--- src/pwp_pkg.sv ---
package pwp_pkg;

  // ****************************************
  // Bus widths and address map
  // ****************************************
  localparam int ADDR_W = 32;
  localparam int DATA_W = 32;
  localparam int STRB_W = 4;
  localparam int SLOT_LSB = 8;
  localparam int SLOT_W = 5;
  localparam logic [SLOT_W-1:0] BANK_SLOT = 5'h00;
  localparam logic [7:0] PROTECT_CLEAR_OFFSET = 8'h00;

  // ****************************************
  // Protection bank layout
  // ****************************************
  localparam logic [DATA_W-1:0] PROTECT_RESET = 32'h00000002;
  localparam int TRACE_BUFFER_BIT = 6;
  localparam int PIN_PORT_BIT = 3;
  localparam int NVM_CONTROLLER_BIT = 2;
  localparam int SERVICE_UNIT_BIT = 1;
  localparam logic [DATA_W-1:0] PROTECT_IMPL_MASK = 32'h0000004e;

  // ****************************************
  // Transfer encodings
  // ****************************************
  localparam logic [1:0] TRANS_NONSEQ = 2'h2;
  localparam logic [2:0] SIZE_BYTE = 3'h0;
  localparam logic [2:0] SIZE_HALF = 3'h1;
  localparam logic [2:0] SIZE_WORD = 3'h2;
  localparam logic [STRB_W-1:0] STRB_BYTE = 4'h1;
  localparam logic [STRB_W-1:0] STRB_HALF = 4'h3;
  localparam logic [STRB_W-1:0] STRB_WORD = 4'hf;
  localparam logic [STRB_W-1:0] STRB_NONE = 4'h0;

  // ****************************************
  // Bridge states
  // ****************************************
  typedef enum logic [2:0] {
    PWP_IDLE = 3'h0,
    PWP_LATCH = 3'h1,
    PWP_ACCESS = 3'h3,
    PWP_DONE = 3'h2,
    PWP_ERR1 = 3'h6,
    PWP_ERR2 = 3'h7
  } pwp_state_t;

endpackage : pwp_pkg

--- src/pwp_bridge.sv ---
`timescale 1ns/1ps
// Contract
// - Writing zero leaves protection bit unchanged.
// - Writing one clears that peripheral's protection.
// - Read returns one while protected.
// - Clear register at offset zero, resets 0x000002.
// - Bits 6,3,2,1 implemented; others reserved.
// - Bridge is bus slave reaching peripheral registers.
// - Peripheral side follows APB4 incl. wait, error.
// - Address and data in one merged cycle.
// - Byte, half, word lanes, reads included.
module pwp_bridge (
  input wire logic mclk,
  input wire logic arst_n,
  input wire logic hsel,
  input wire logic [pwp_pkg::ADDR_W-1:0] haddr,
  input wire logic [1:0] htrans,
  input wire logic hwrite,
  input wire logic [2:0] hsize,
  input wire logic [3:0] hprot,
  input wire logic [pwp_pkg::DATA_W-1:0] hwdata,
  input wire logic hready,
  output logic [pwp_pkg::DATA_W-1:0] hrdata,
  output logic hreadyout,
  output logic hresp,
  output logic psel,
  output logic penable,
  output logic [pwp_pkg::ADDR_W-1:0] paddr,
  output logic pwrite,
  output logic [pwp_pkg::DATA_W-1:0] pwdata,
  output logic [pwp_pkg::STRB_W-1:0] pstrb,
  output logic [2:0] pprot,
  input wire logic [pwp_pkg::DATA_W-1:0] prdata,
  input wire logic pready,
  input wire logic pslverr,
  output logic [pwp_pkg::DATA_W-1:0] protectState
);

  // ****************************************
  // Functions
  // ****************************************
  // Lane strobes for a transfer size and low address bits.
  function automatic logic [pwp_pkg::STRB_W-1:0] laneStrobe(
    input logic [2:0] size,
    input logic [1:0] addrLow
  );
    logic [pwp_pkg::STRB_W-1:0] base;
    base = pwp_pkg::STRB_NONE;
    unique case (size)
      pwp_pkg::SIZE_BYTE: base = pwp_pkg::STRB_BYTE;
      pwp_pkg::SIZE_HALF: base = pwp_pkg::STRB_HALF;
      pwp_pkg::SIZE_WORD: base = pwp_pkg::STRB_WORD;
      default: base = pwp_pkg::STRB_NONE;
    endcase
    return base << addrLow;
  endfunction : laneStrobe

  // Expands lane strobes into a bit mask.
  function automatic logic [pwp_pkg::DATA_W-1:0] laneMask(
    input logic [pwp_pkg::STRB_W-1:0] strb
  );
    logic [pwp_pkg::DATA_W-1:0] mask;
    mask = '0;
    for (int i = 0; i < pwp_pkg::STRB_W; i++) begin
      mask[i*8 +: 8] = {8{strb[i]}};
    end
    return mask;
  endfunction : laneMask

  // ****************************************
  // Reset release
  // ****************************************
  logic rstMeta_ff;
  logic rstSync_ff;

  always_ff @(posedge mclk or negedge arst_n) begin
    if (!arst_n) begin
      rstMeta_ff <= 1'b0;
      rstSync_ff <= 1'b0;
    end else begin
      rstMeta_ff <= 1'b1;
      rstSync_ff <= rstMeta_ff;
    end
  end

  wire logic rst_n = rstSync_ff;

  // ****************************************
  // Request capture
  // ****************************************
  pwp_pkg::pwp_state_t state_ff;
  pwp_pkg::pwp_state_t nxt_state;
  logic [pwp_pkg::ADDR_W-1:0] addr_ff;
  logic write_ff;
  logic [2:0] size_ff;
  logic [3:0] prot_ff;
  logic [pwp_pkg::DATA_W-1:0] protect_ff;
  logic [pwp_pkg::DATA_W-1:0] hrdata_ff;
  logic [pwp_pkg::DATA_W-1:0] pwdata_ff;
  logic [pwp_pkg::STRB_W-1:0] pstrb_ff;

  logic accept;
  logic [pwp_pkg::SLOT_W-1:0] slot;
  logic bankHit;
  logic slotLocked;
  logic [pwp_pkg::STRB_W-1:0] curStrb;

  assign hreadyout = (state_ff == pwp_pkg::PWP_IDLE) || (state_ff == pwp_pkg::PWP_DONE)
    || (state_ff == pwp_pkg::PWP_ERR2);
  assign hresp = (state_ff == pwp_pkg::PWP_ERR1) || (state_ff == pwp_pkg::PWP_ERR2);
  assign accept = hsel && hready && (htrans == pwp_pkg::TRANS_NONSEQ || htrans[1]);
  assign slot = addr_ff[pwp_pkg::SLOT_LSB +: pwp_pkg::SLOT_W];
  assign bankHit = (slot == pwp_pkg::BANK_SLOT);
  assign slotLocked = protect_ff[slot] && write_ff && !bankHit;
  assign curStrb = laneStrobe(size_ff, addr_ff[1:0]);

  always_ff @(posedge mclk or negedge rst_n) begin
    if (!rst_n) begin
      addr_ff <= '0;
      write_ff <= 1'b0;
      size_ff <= pwp_pkg::SIZE_WORD;
      prot_ff <= '0;
    end else if (accept) begin
      addr_ff <= haddr;
      write_ff <= hwrite;
      size_ff <= hsize;
      prot_ff <= hprot;
    end
  end

  // ****************************************
  // Transfer sequencer
  // ****************************************
  always_comb begin
    nxt_state = state_ff;
    unique case (state_ff)
      pwp_pkg::PWP_IDLE, pwp_pkg::PWP_DONE, pwp_pkg::PWP_ERR2: begin
        nxt_state = accept ? pwp_pkg::PWP_LATCH : pwp_pkg::PWP_IDLE;
      end
      pwp_pkg::PWP_LATCH: begin
        if (slotLocked) begin
          nxt_state = pwp_pkg::PWP_ERR1;
        end else if (bankHit) begin
          nxt_state = pwp_pkg::PWP_DONE;
        end else begin
          nxt_state = pwp_pkg::PWP_ACCESS;
        end
      end
      pwp_pkg::PWP_ACCESS: begin
        if (pready) begin
          nxt_state = pslverr ? pwp_pkg::PWP_ERR1 : pwp_pkg::PWP_DONE;
        end
      end
      pwp_pkg::PWP_ERR1: begin
        nxt_state = pwp_pkg::PWP_ERR2;
      end
      default: begin
        nxt_state = pwp_pkg::PWP_IDLE;
      end
    endcase
  end

  always_ff @(posedge mclk or negedge rst_n) begin
    if (!rst_n) begin
      state_ff <= pwp_pkg::PWP_IDLE;
    end else begin
      state_ff <= nxt_state;
    end
  end

  // ****************************************
  // Peripheral side outputs
  // ****************************************
  assign psel = (state_ff == pwp_pkg::PWP_ACCESS);
  assign penable = (state_ff == pwp_pkg::PWP_ACCESS);
  assign paddr = addr_ff;
  assign pwrite = write_ff;
  assign pwdata = pwdata_ff;
  assign pstrb = pstrb_ff;
  assign pprot = {~prot_ff[0], 1'b0, prot_ff[1]};

  // Write data and lanes are held stable for the whole access.
  always_ff @(posedge mclk or negedge rst_n) begin
    if (!rst_n) begin
      pwdata_ff <= '0;
      pstrb_ff <= pwp_pkg::STRB_NONE;
    end else if (state_ff == pwp_pkg::PWP_LATCH) begin
      pwdata_ff <= hwdata;
      pstrb_ff <= curStrb;
    end
  end

  // ****************************************
  // Protection bank and read data
  // ****************************************
  always_ff @(posedge mclk or negedge rst_n) begin
    if (!rst_n) begin
      protect_ff <= pwp_pkg::PROTECT_RESET;
    end else if (state_ff == pwp_pkg::PWP_LATCH && bankHit && write_ff
                 && addr_ff[7:2] == pwp_pkg::PROTECT_CLEAR_OFFSET[7:2]) begin
      // Only ones within the written lanes clear; zeros keep the state.
      protect_ff <= protect_ff & ~(hwdata & laneMask(curStrb) & pwp_pkg::PROTECT_IMPL_MASK);
    end
  end

  assign protectState = protect_ff;

  always_ff @(posedge mclk or negedge rst_n) begin
    if (!rst_n) begin
      hrdata_ff <= '0;
    end else if (state_ff == pwp_pkg::PWP_LATCH && bankHit) begin
      hrdata_ff <= protect_ff & pwp_pkg::PROTECT_IMPL_MASK & laneMask(curStrb);
    end else if (state_ff == pwp_pkg::PWP_ACCESS && pready) begin
      hrdata_ff <= prdata & laneMask(pstrb_ff);
    end
  end

  assign hrdata = hrdata_ff;

endmodule : pwp_bridge

--- config.mk ---
export PLATFORM = sky130hd
export DESIGN_NAME = pwp_bridge
export DESIGN_NICKNAME = d
export VERILOG_FILES = /design/src/pwp_pkg.sv /design/src/pwp_bridge.sv
export SDC_FILE = /design/constraint.sdc
export NUM_CORES = 1
export LEC_CHECK = 0
export ABC_AREA = 0
export BUFFER_PORTS_ARGS = -buffer_cell sky130_fd_sc_hd__buf_2
export CAP_MARGIN = 20
export CORE_MARGIN = 5
export CORE_UTILIZATION = 35
export CTS_CLUSTER_DIAMETER = 120
export DETAILED_ROUTE_END_ITERATION = 16
export SYNTH_ARGS = -nofsm -noshare
export SYNTH_HDL_FRONTEND = slang
export SYNTH_SLANG_ARGS = --single-unit
--- constraint.sdc ---
create_clock -name mclk -period 4.4 [get_ports mclk]
set_input_delay 0.66 -clock mclk [delete_from_list [all_inputs] [get_ports mclk]]
set_output_delay 0.66 -clock mclk [all_outputs]
set_load 0.01 [all_outputs]
# Word level (Yosys, flattened, before mapping)
# Index checks and enable logic that the tools add are counted.
word_totals:
  mem_count: 0
  rom_bits: 0
  output_inout_bits: 140
  in_bits: 112
  ff_bits: 143
  ramBits: 0
  wordCells: 58
  latchBits: 0
classes:
  addsub: 0
  shift: 1
  mul: 0
  n_lt_le_gt_ge: 1
  muxes: 11
  bitwise: 6
  n_div: 0
  eq_ne: 9
  n_reduce_logical: 19
ops:
  columns: ["operator", "n"]
  rows:
  - ["$and A32 B32 Y32", 2]
  - ["$mux W32", 2]
  - ["$and A7 B32 Y32", 1]
  - ["$not A7 Y32", 1]
  - ["$pmux W3 S4", 1]
  - ["$pmux W4 S3", 1]
  - ["$eq A3 B2 Y1 const B", 3]
  - ["$mux W3", 3]
  - ["$logic_and A1 B1 Y1", 8]
  - ["$and A7 B7 Y7", 1]
  - ["$eq A3 B1 Y1 const B", 2]
  - ["$eq A3 B3 Y1 const B", 2]
  - ["$logic_not A3 Y1", 2]
  - ["$logic_not A6 Y1", 1]
  - ["$lt A5 B6 Y1 const B", 1]
  - ["$bmux W1 S5", 1]
  - ["$logic_not A5 Y1", 1]
  - ["$logic_or A1 B1 Y1", 4]
  - ["$shl A4 B2 Y4", 1]
  - ["$mux W1", 3]
  - ["$reduce_or A3 Y1", 1]
  - ["$eq A2 B2 Y1 const B", 1]
  - ["$ne A2 B1 Y1 const B", 1]
  - ["$reduce_bool A2 Y1", 1]
  - ["2 further kinds", 2]

# Depth between registers and ports, before layout
# Gate-level depths: netlist of the first run.
depth:
  ltp_word: 6
  depth_mapped: 7
  mapped_depth_nobuf: 4

# Worst setup path after synthesis of the first run
# No wires, ideal clock.
synth_path:
  path_kind: "register -> register"
  startpoint: "reg state_ff[1]"
  endpoint: "reg hrdata_ff, in the netlist hrdata[0]"
  path_buffers: 3
  stages_incl_launch_ff: 7
  synth_period_minus_slack_ps: 1898
  slack_ps: 2502
  t_required_ps: 4264
  arrival_time_ps: 1762
  setup_time_ps: 136
  path_cell_list: "dfrtp_1 > clkbuf_1 > or3b_1 > clkbuf_1 > nor4b_4 > clkbuf_1 > a21oi_1"
synth_via:
  elab_chain_cells: 3
  elab_cells_between_ends: 6
  classes_between: "eq/ne: 2; mux: 1; reduce/logical: 3"
synth_lines:
  columns: ["item", "line_no", "source"]
  rows:
  - ["start: declaration", "pwp_bridge.sv:91", "pwp_pkg::pwp_state_t state_ff;"]
  - ["start signal: assignment", "pwp_bridge.sv:165", "state_ff <= pwp_pkg::PWP_IDLE;"]
  - ["start signal: assignment", "pwp_bridge.sv:167", "state_ff <= nxt_state;"]
  - ["$eq A3 B1 Y1 or $eq A3 B2 Y1 (tied branches)", "pwp_bridge.sv:211, pwp_bridge.sv:213", null]
  - ["$logic_and A1 B1 Y1, on equally long branches", "pwp_bridge.sv:211, pwp_bridge.sv:213", null]
  - ["$mux W32 or $reduce_bool A2 Y1 (tied branches)", null, null]
  - ["end signal: assignment", "pwp_bridge.sv:212", "hrdata_ff <= protect_ff & pwp_pkg::PROTECT_IMPL_MASK & laneMask(curStrb);"]
  - ["end signal: assignment", "pwp_bridge.sv:214", "hrdata_ff <= prdata & laneMask(pstrb_ff);"]
  - ["end: declaration", "pwp_bridge.sv:98", "logic [pwp_pkg::DATA_W-1:0] hrdata_ff;"]
# Parallel ways exist; a longest one is shown, timed or not.
# A chain may end at the register's enable or synchronous reset.

# Worst setup path after layout of the first run
layout_path:
  startpoint: "reg state_ff[1]"
  endpoint: "reg hrdata_ff, in the netlist hrdata[2]"
# The elaborated chain is that of the path after synthesis.

==> metrics.yaml, run 1 <==
run_status:
  outcome: "complete, no violations"
clock_tree:
  cts_tree: "built"
  postCtsHoldBufs: 0
  cts_max_level: 4
  cts_root_buf: "clkbuf_16"
  clock_sinks: 115
  path_clk_slew_ns: 0.06
  insertion_delay_ns: 0.41
  clockBufferDepth: 2
  cts_setup_buffers: 0
  ctsResizeCount: 0
  cts_buffers: 17
grt:
  grt_max_degree: 79
  grt_pass1_vias: 4212
  grt_pass1_wl_um: 20900
  gr-total-overflow: 0
  grt_usage: 0.165
  antenna_found_initial: 0
final_layout:
  n_antenna_cell: 0
  fillers: 1321
  drive_gt1_frac: 0.438
  area_growth_syn_to_layout_pct: 37.5
  instances_no_fill: 877
  layout.nets: 796
  post-route-util: 0.485
sta:
  post-route-period-util: 0.611
  skew_ns: 0.00690
  timing.fmax_ghz: 0.372
  post-route-min-period_ns: 2.69
  timing.slew.headroom: 0.342
  finalMaxSlewViolations: 0
  finalWorstSetupSlack_ns: 1.71
  worst_pin_slew_ns: 0.984
  rsz0062_at_grt: "no"
  setup_viol: 0
  finalSetupTns_ns: 0
  finalHoldViolations: 0
synthesis:
  synth_cells: 466
  yosys_warnings: 0
  synth_seq_area_share: 0.595
  synth.avg_cell_area_sq_um: 10.4
  ys_seq_elements: 115
  syn_area_sq_um: 4840
  ys_types: 34
placed_design:
  pre_cts_slack_ns: 1.65
  post-dp-hpwl_um: 9750
  placed_cells: 842
  port_buffers: 219
  place.gp.congestion: 0.781
drt:
  wl_per_cell_um: 15.2
  drt.antenna.violating_nets: 0
  drtPass1Iterations: 4
  vias_per_cell: 4.65
  vias: 4074
  drc: 0
  finalWirelength_um: 13300
  drtIter0Drc: 118
setup_path:
  critPathCaptureType: "flip-flop"
  critPathRequiredTime_ns: 4.73
  start_kind: "flip-flop"
  timing_worst_setup_path_type: "flip-flop to flip-flop"
  cp_max_fo: 40
  arrival_ns: 3.02
pwr:
  p_per_area_nw_per_um2: 619
  irDropWorstVdd_mv: 0.354
  p_total_mw: 4.12
  p_leak_nw: 3.54
die:
  ioPinCount: 252
  die_x_um: 128
  start_util: 0.353
  die_area_sq_um: 16300
  num_rows: 43
  design.core.area_sq_um: 13700
  die_h_um: 128
hold_path:
  hold_path.class: "input port to async pin"
flow_run:
  maxCapViolCount: 0
[placed cells by master (no fill, tap or decap), types with 2 or more instances in the layout]
cell / netlist / final
clkinv_2: 0 / 5
o21a_1: 2 / 2
and3_1: 5 / 5
clkbuf_16: 0 / 17
nor2b_1: 2 / 2
clkinvlp_4: 0 / 3
buf_4: 31 / 4
buf_16: 0 / 2
nor3_1: 3 / 3
buf_2: 2 / 219
bufinv_16: 0 / 2
a21boi_1: 4 / 4
a21oi_1: 36 / 36
inv_1: 3 / 3
clkbuf_8: 0 / 2
o21ai_0: 12 / 12
mux2_2: 39 / 39
nand3_1: 34 / 33
nand2_1: 133 / 133
nor2_1: 5 / 4
dfstp_2: 2 / 2
clkinv_4: 0 / 2
conb_1: 2 / 30
dfrtp_1: 113 / 112
[layer usage]
metal	global-route usage	up-vias	part of all wire
met4	0.0650	0	0.019
met2	0.270	185	0.48
met1	0.189	1934	0.39
met5	0	-	0
li1	-	1932	-
met3	0.0744	23	0.11
[worst paths after layout]
| check | to | slack (ns) | from | cells past startpoint |
|---|---|---|---|---|
| worst max-delay path | hrdata[2] | 1.71 | state_ff[1] | 6 |
| worst min-delay path | rstSync_ff | 0.03 | arst_n | 1 |
| worst max register to register | hrdata[2] | 1.71 | state_ff[1] | 6 |
| worst min register to register | hrdata[14] | 0.17 | rstSync_ff | 0 |
| max in group asynchronous | size_ff[1] | 3.09 | rstSync_ff | 2 |
| min in group mclk | rstSync_ff | 0.35 | rstMeta_ff | 0 |
[sequential cells by signal, summed over array words and instances, names as in the netlist]
| name | count |
|---|---|
| protectState | 4 |
| state_ff | 3 |
| rstSync_ff | 1 |
| pstrb | 4 |
| prot_ff | 2 |
| hrdata | 32 |
| rstMeta_ff | 1 |
| pwdata | 32 |
| size_ff | 3 |
| pwrite | 1 |
| paddr | 32 |
[final cells by class]
| cell class | count | area [sq um] | share of cell area |
|---|---|---|---|
| inverter | 3 | 11.3 | 0.00169 |
| sequential | 115 | 2880 | 0.434 |
| multi-input combinational | 320 | 1730 | 0.260 |
| tap | 180 | 225 | 0.0339 |
| timing repair buffer | 227 | 1220 | 0.183 |
| clock inverter | 13 | 134 | 0.0201 |
| clock buffer | 19 | 453 | 0.0681 |
[synthesized netlist by cell type]
cell	n	area [sq um]
dfrtp_1	113	2830
and3b_1	1	8.76
o211ai_1	1	7.51
and4b_1	1	10.0
nor2_1	5	18.8
inv_1	3	11.3
nor2b_1	2	12.5
nor4b_4	1	23.8
a31o_2	1	8.76
or3b_1	1	8.76
o22ai_1	1	6.26
clkbuf_1	18	67.6
a21oi_1	36	180
and4_1	1	8.76
and3_1	5	31.3
conb_1	2	7.51
o21a_1	2	15.0
nand2_1	133	499
nor4b_1	1	8.76
mux2_2	39	439
o31ai_1	1	7.51
a21boi_1	4	30.0
o311ai_0	1	8.76
buf_2	2	10.0
and2_1	1	6.26
nand3_1	34	170
o21ai_0	12	60.1
a211o_1	1	8.76
nor3_1	3	15.0
nand2b_1	1	6.26
dfstp_2	2	52.6
buf_1	5	18.8
buf_4	31	233
o2bb2ai_1	1	8.76
[through the flow]
step | cell area [sq um] | hold slack [ns]
6_report | 6650 | 0.0308
5_1_grt | 6650 | 0.00623
4_1_cts | 6580 | 0.0152
3_5_place_dp | 5990 | 0.338
3_3_place_gp | 5980 | 0.341
2_1_floorplan | 4940 | 0.331
[power by group]
group          leakage, nW  internal, mW  switching (mW)  total [mW]
sequential            1.45          1.39           0.241        1.63
clock                0.285         0.859           0.483        1.34
combinational         1.81         0.486           0.662        1.15
[worst max-delay path, cell delays in order, from the launching register on]
cell     delay (ns)
dfrtp_1        0.45
or3b_1         0.39
buf_4          0.28
nor4b_4        0.90
buf_4          0.38
nand3_1        0.10
o21ai_0        0.09
[cells by family (layout without fill, tap and decap cells)]
group,Yosys count,in the layout,synth area share
buf+inv,59,262,0.0704
compound gates,61,61,0.0706
mux,39,39,0.0908
simple gates,190,190,0.171
flops,115,115,0.595
other cells,2,30,0.00155
Power figures use the tool's default switching activity.
==> run 2: changes to the inputs <==
Settings changed: PLACE_DENSITY from default to 0.67.
Clock period 4.4 ns to 2.2 ns, I/O delays scaled along.
==> run 2 against run 1 <==
Against the previous run:
- utilization shrank 0.12 points
- total power grew 99%
- sequential cell count is the same
- fmax grew 44%
- clock-buffer cell count grew 2
- critical endpoint is now hrdata[1]
- largest cell class unchanged
- highest routed layer unchanged
==> metrics.yaml, run 2 (same netlist as run 1, synthesis figures left out) <==
hold_path:
  hold_path.class: "input port to flip-flop"
clock_tree:
  insertion_delay_ns: 0.40
  cts_root_buf: "clkbuf_16"
  cts_tree: "built"
  path_clk_slew_ns: 0.05
  cts_max_level: 4
  clockBufferDepth: 2
  ctsResizeCount: 0
  cts_buffers: 17
  clock_sinks: 115
final_layout:
  layout.nets: 800
  final_cell_mix: "buf_2 (219), nand2_1 (133), dfrtp_1 (112)"
  fillers: 1311
  drive_gt1_frac: 0.437
  area_growth_syn_to_layout_pct: 37.2
  final_common_cell: "buf_2"
  post-route-util: 0.484
  multi_input_area_sq_um: 1730
  register_area_sq_um: 2880
sta:
  post-route-min-period_ns: 1.87
  worst_pin_slew_ns: 0.597
  setup_viol: 0
  rsz0062_at_grt: "no"
  finalWorstSetupSlack_ns: 0.332
  skew_ns: 0.00568
  timing.slew.headroom: 0.602
  post-route-period-util: 0.849
  timing.fmax_ghz: 0.535
  timing.hold.ws_ns: 0.0790
  finalHoldViolations: 0
  finalMaxSlewViolations: 0
  finalSetupTns_ns: 0
setup_path:
  slowest_stage: "dfrtp_1"
  crit_chain: "or3b_1 -> nor4b_4 -> buf_4 -> nand3_1 -> o21ai_0"
  rr_worst_depth: 5
  r2r_slack_ns: 0.33
  crit_path_max_incr_delay_ns: 0.44
  critPathCaptureType: "flip-flop"
  crit_start: "state_ff[0]"
  critPathRequiredTime_ns: 2.52
  start_kind: "flip-flop"
  critical_path.endpoint: "hrdata[1]"
  reg2reg_to: "hrdata[1]"
  arrival_ns: 2.19
  cp_max_fo: 36
  timing.rr.start: "state_ff[0]"
  timing_worst_setup_path_type: "flip-flop to flip-flop"
placed_design:
  post-dp-hpwl_um: 9910
  pre_cts_slack_ns: 0.324
  place.gp.congestion: 0.857
  port_buffers: 219
die:
  ioPinCount: 252
  die_area_sq_um: 16300
  num_rows: 43
  die_h_um: 128
  die_x_um: 128
  design.core.area_sq_um: 13700
  start_util: 0.353
drt:
  drtPass1Iterations: 5
  wl_per_cell_um: 15.1
  drc: 0
  drtIter0Drc: 136
  drt.antenna.violating_nets: 0
  vias_per_cell: 4.67
  vias: 4121
  finalWirelength_um: 13300
grt:
  grt_max_degree: 59
  grt_usage: 0.164
  antenna_found_initial: 1
  grt_pass1_vias: 4166
  grt_pass1_wl_um: 20900
  gr-total-overflow: 0
flow_run:
  maxCapViolCount: 0
run_status:
  outcome: "complete, no violations"
pwr:
  irDropWorstVdd_mv: 0.694
  p_leak_nw: 3.54
  p_per_area_nw_per_um2: 1240
-- run 2: layout make-up --
class,instances,area share
Tap cell,180,0.0339
Timing Repair Buffer,231,0.183
Antenna cell,1,0.000377
Clock inverter,11,0.0166
Multi-Input combinational cell,320,0.261
Inverter,3,0.00170
Sequential cell,115,0.435
Clock buffer,21,0.0694
-- run 2: worst min-delay path by stage --
| stage | start | endpoint | cells past startpoint | slack (ns) |
|---|---|---|---|---|
| detailed placement | arst_n | rstMeta_ff | 1 | 0.12 |
| floorplan | arst_n | rstMeta_ff | 0 | 0.03 |
| global placement | arst_n | rstMeta_ff | 1 | 0.12 |
| global route | hwdata[1] | protectState[1] | 2 | 0.07 |
| finish | hwdata[1] | protectState[1] | 2 | 0.08 |
| CTS | hwdata[1] | protectState[1] | 2 | 0.06 |
-- run 2: worst max-delay path: cells and delay by family, from the launching register on --
kind,cells,cell delay [ns]
buffers and inverters,1,0.38
flip-flops,1,0.44
AND/OR/NAND/NOR,3,0.87
AO/OA/AOI/OAI,1,0.10
-- run 2: metrics by stage --
step	power (mW)	instances	area, sq um
2_1_floorplan	4.55	494	4940
3_3_place_gp	5.54	848	6050
3_5_place_dp	5.64	848	6050
4_1_cts	8.34	881	6630
5_1_grt	8.75	882	6640
6_report	8.20	882	6640
-- run 2: routing by layer --
layer | global-route usage | share of wire
met3 | 0.0581 | 0.095
met1 | 0.190 | 0.39
met2 | 0.274 | 0.50
met4 | 0.0700 | 0.014
met5 | 0 | 0
-- run 2: timing repair --
action | in CTS | in global routing
endpoints found under the hold margin | 2 | 0
endpoints found under the setup margin | 0 | 0
hold buffers | 1 | 0
setup buffers | 0 | 0
-- run 2: where the power goes --
group | switching, mW | internal (mW) | leakage (nW)
clock | 0.934 | 1.71 | 0.282
combinational | 1.33 | 0.978 | 1.81
sequential | 0.473 | 2.78 | 1.45
total | 2.74 | 5.46 | 3.54
==> run 3: changes to the inputs <==
Settings changed: ABC_AREA 0 to 1, PLACE_DENSITY 0.67 to 0.66.
Clock period 2.2 ns to 1.58 ns, I/O delays scaled along.
==> run 3 against run 2 <==
Against the previous run:
- first-iteration DRC count is 10% lower
- total power grew 40%
- cell area increased by 5.8%
- sequential power increased by 35%
- largest power group unchanged
- sequential cell count did not move
- cell count up 11%
- synthesized cell count increased by 17%
==> metrics.yaml, run 3 <==
synthesis:
  synth_seq_area_share: 0.568
  synth_ff_type: "dfrtp_1"
  synthTopCellsByCount: "nand2_1 (192), dfrtp_1 (113), nand3_1 (38), inv_1 (34), buf_4 (33)"
  async_flop_share: 1.00
  synth_area_leaders: "dfrtp_1 (56%), nand2_1 (14%), mux2_2 (6.0%)"
  yosys_warnings: 0
  synth_cells: 543
  synth.most_common_cell: "nand2_1"
  ys_types: 30
  synth.avg_cell_area_sq_um: 9.34
  post-synth-top-area-fraction: 0.557
  synth_edf_count: 0
  syn_area_sq_um: 5070
  yosys.area.top_type: "dfrtp_1"
  ys_seq_elements: 115
clock_tree:
  cts_tree: "built"
  cts_max_level: 4
  path_clk_slew_ns: 0.06
  clockBufferDepth: 2
  clock_sinks: 115
  cts_root_buf: "clkbuf_16"
  cts_buffers: 17
  insertion_delay_ns: 0.42
die:
  start_util: 0.353
  die_h_um: 130
  ioPinCount: 252
  die_x_um: 130
  design.core.area_sq_um: 14400
  num_rows: 44
  die_area_sq_um: 17000
drt:
  drtPass1Iterations: 5
  drt.antenna.violating_nets: 0
  vias: 4315
  finalWirelength_um: 13600
  drc: 0
  drtIter0Drc: 122
  vias_per_cell: 4.41
  wl_per_cell_um: 13.9
final_layout:
  final_cell_mix: "buf_2 (219), nand2_1 (191), dfrtp_1 (112)"
  layout.nets: 893
  drive_gt1_frac: 0.404
  area_growth_syn_to_layout_pct: 38.4
  fillers: 1401
  post-route-util: 0.489
  instances_no_fill: 978
  final_common_cell: "buf_2"
  fin_area_sq_um: 7020
  n_antenna_cell: 0
sta:
  skew_ns: 0.0136
  timing.fmax_ghz: 0.671
  timing.hold.ws_ns: 0.0195
  finalHoldViolations: 0
  post-route-min-period_ns: 1.49
  finalWorstSetupSlack_ns: 0.0891
  rsz0062_at_grt: "yes"
  setup_viol: 0
  post-route-period-util: 0.944
  finalMaxSlewViolations: 0
  finalSetupTns_ns: 0
setup_path:
  reg2reg_to: "hrdata[7]"
  critPathCaptureType: "output pin"
  r2r_slack_ns: 0.14
  start_kind: "flip-flop"
  crit_chain: "nand2_2 -> nor2_4 -> buf_2"
  rr_worst_depth: 7
  timing_worst_setup_path_type: "flip-flop to output pin"
  critPathRequiredTime_ns: 1.34
  crit_start: "state_ff[1]"
  cp_max_fo: 4
  slowest_stage: "dfrtp_1"
  arrival_ns: 1.25
  crit_path_max_incr_delay_ns: 0.42
  timing.rr.start: "paddr[11]"
grt:
  grt_pass1_wl_um: 21000
  grt_max_degree: 82
  antenna_found_initial: 2
  grt_pass1_vias: 4177
  grt_usage: 0.161
  gr-total-overflow: 0
hold_path:
  hold_end: "pwdata[30]"
  worstHoldPathCells: 3
  worstHoldStart: "hwdata[30]"
  hold_path.class: "input port to flip-flop"
pwr:
  p_total_mw: 11.5
  irDropWorstVdd_mv: 1.08
  clkPwrFrac: 0.326
  p_seq_frac: 0.381
  p_leak_nw: 3.96
  swShare: 0.340
  internal-power_mw: 7.59
  p_per_area_nw_per_um2: 1640
  switchingPower_mw: 3.91
  pwr-share-comb: 0.293
placed_design:
  pre_cts_slack_ns: 0.0731
  post-dp-hpwl_um: 9970
  place.gp.congestion: 0.757
  port_buffers: 219
  dpl_cell_area_sq_um: 6280
  placed_cells: 932
run_status:
  outcome: "complete, no violations"
flow_run:
  maxCapViolCount: 0
## run 3: cell count changes after synthesis, sizes merged, moves of 5 or more
cell,delta
a21oi,-22
nand2,+61
nor2,+31
inv,+34
mux2,-12
nand3,+6
o21ai,+6
clkbuf,-8
buf,+5
## run 3: repair_timing
action                                  in CTS  in global routing
gates resized for setup                      2                  4
endpoints found under the setup margin       1                 18
hold endpoints to repair                    11                  0
pin swaps                                    0                  1
setup buffers                                0                  4
hold buffers                                10                  0
## run 3: cell families (layout without fill, tap and decap cells)
group	count (synthesis)	count (layout)	synth area share
flip-flops	115	115	0.568
AO/OA/AOI/OAI	34	34	0.0412
buffers and inverters	90	313	0.101
other	2	30	0.00148
AND/OR/NAND/NOR	275	275	0.229
multiplexers	27	27	0.0599
## run 3: final cells by class
type	instances	area (sq um)	share of cell area
inverter	37	146	0.0208
multi-input combinational	366	1810	0.258
timing repair buffer	244	1370	0.195
sequential	115	2880	0.411
clock buffer	20	447	0.0636
tap	184	230	0.0328
clock inverter	12	133	0.0189
## run 3: worst max path at each step
stage / end / cells past startpoint
after floorplan: hrdata[5] / 7
after global placement: hrdata[2] / 8
after detailed placement: hrdata[1] / 8
after CTS: psel / 3
after global routing: psel / 3
final: psel / 3
## run 3: worst max-delay path: cells and delay by family, from the launching register on
family / cells / cell delay, ns
buf+inv: 1 / 0.15
flops: 1 / 0.42
simple gates: 2 / 0.27
## run 3: power by group through the flow
stage / Sequential [mW] / Combinational [mW] / Clock, mW
4_1_cts: 4.39 / 3.36 / 3.86
3_3_place_gp: 4.41 / 3.28 / 0
5_1_grt: 4.51 / 3.80 / 4.00
6_report: 4.38 / 3.37 / 3.75
3_5_place_dp: 4.42 / 3.34 / 0
2_1_floorplan: 4.74 / 1.59 / 0
## run 3: metal layers
layer  part of all wire  vias up  global-route usage
met4              0.015        4              0.0538
li1                   -     2124                   -
met5             0.0015        -                   0
met1               0.42     1986               0.199
met3               0.11       20              0.0809
met2               0.45      181               0.245
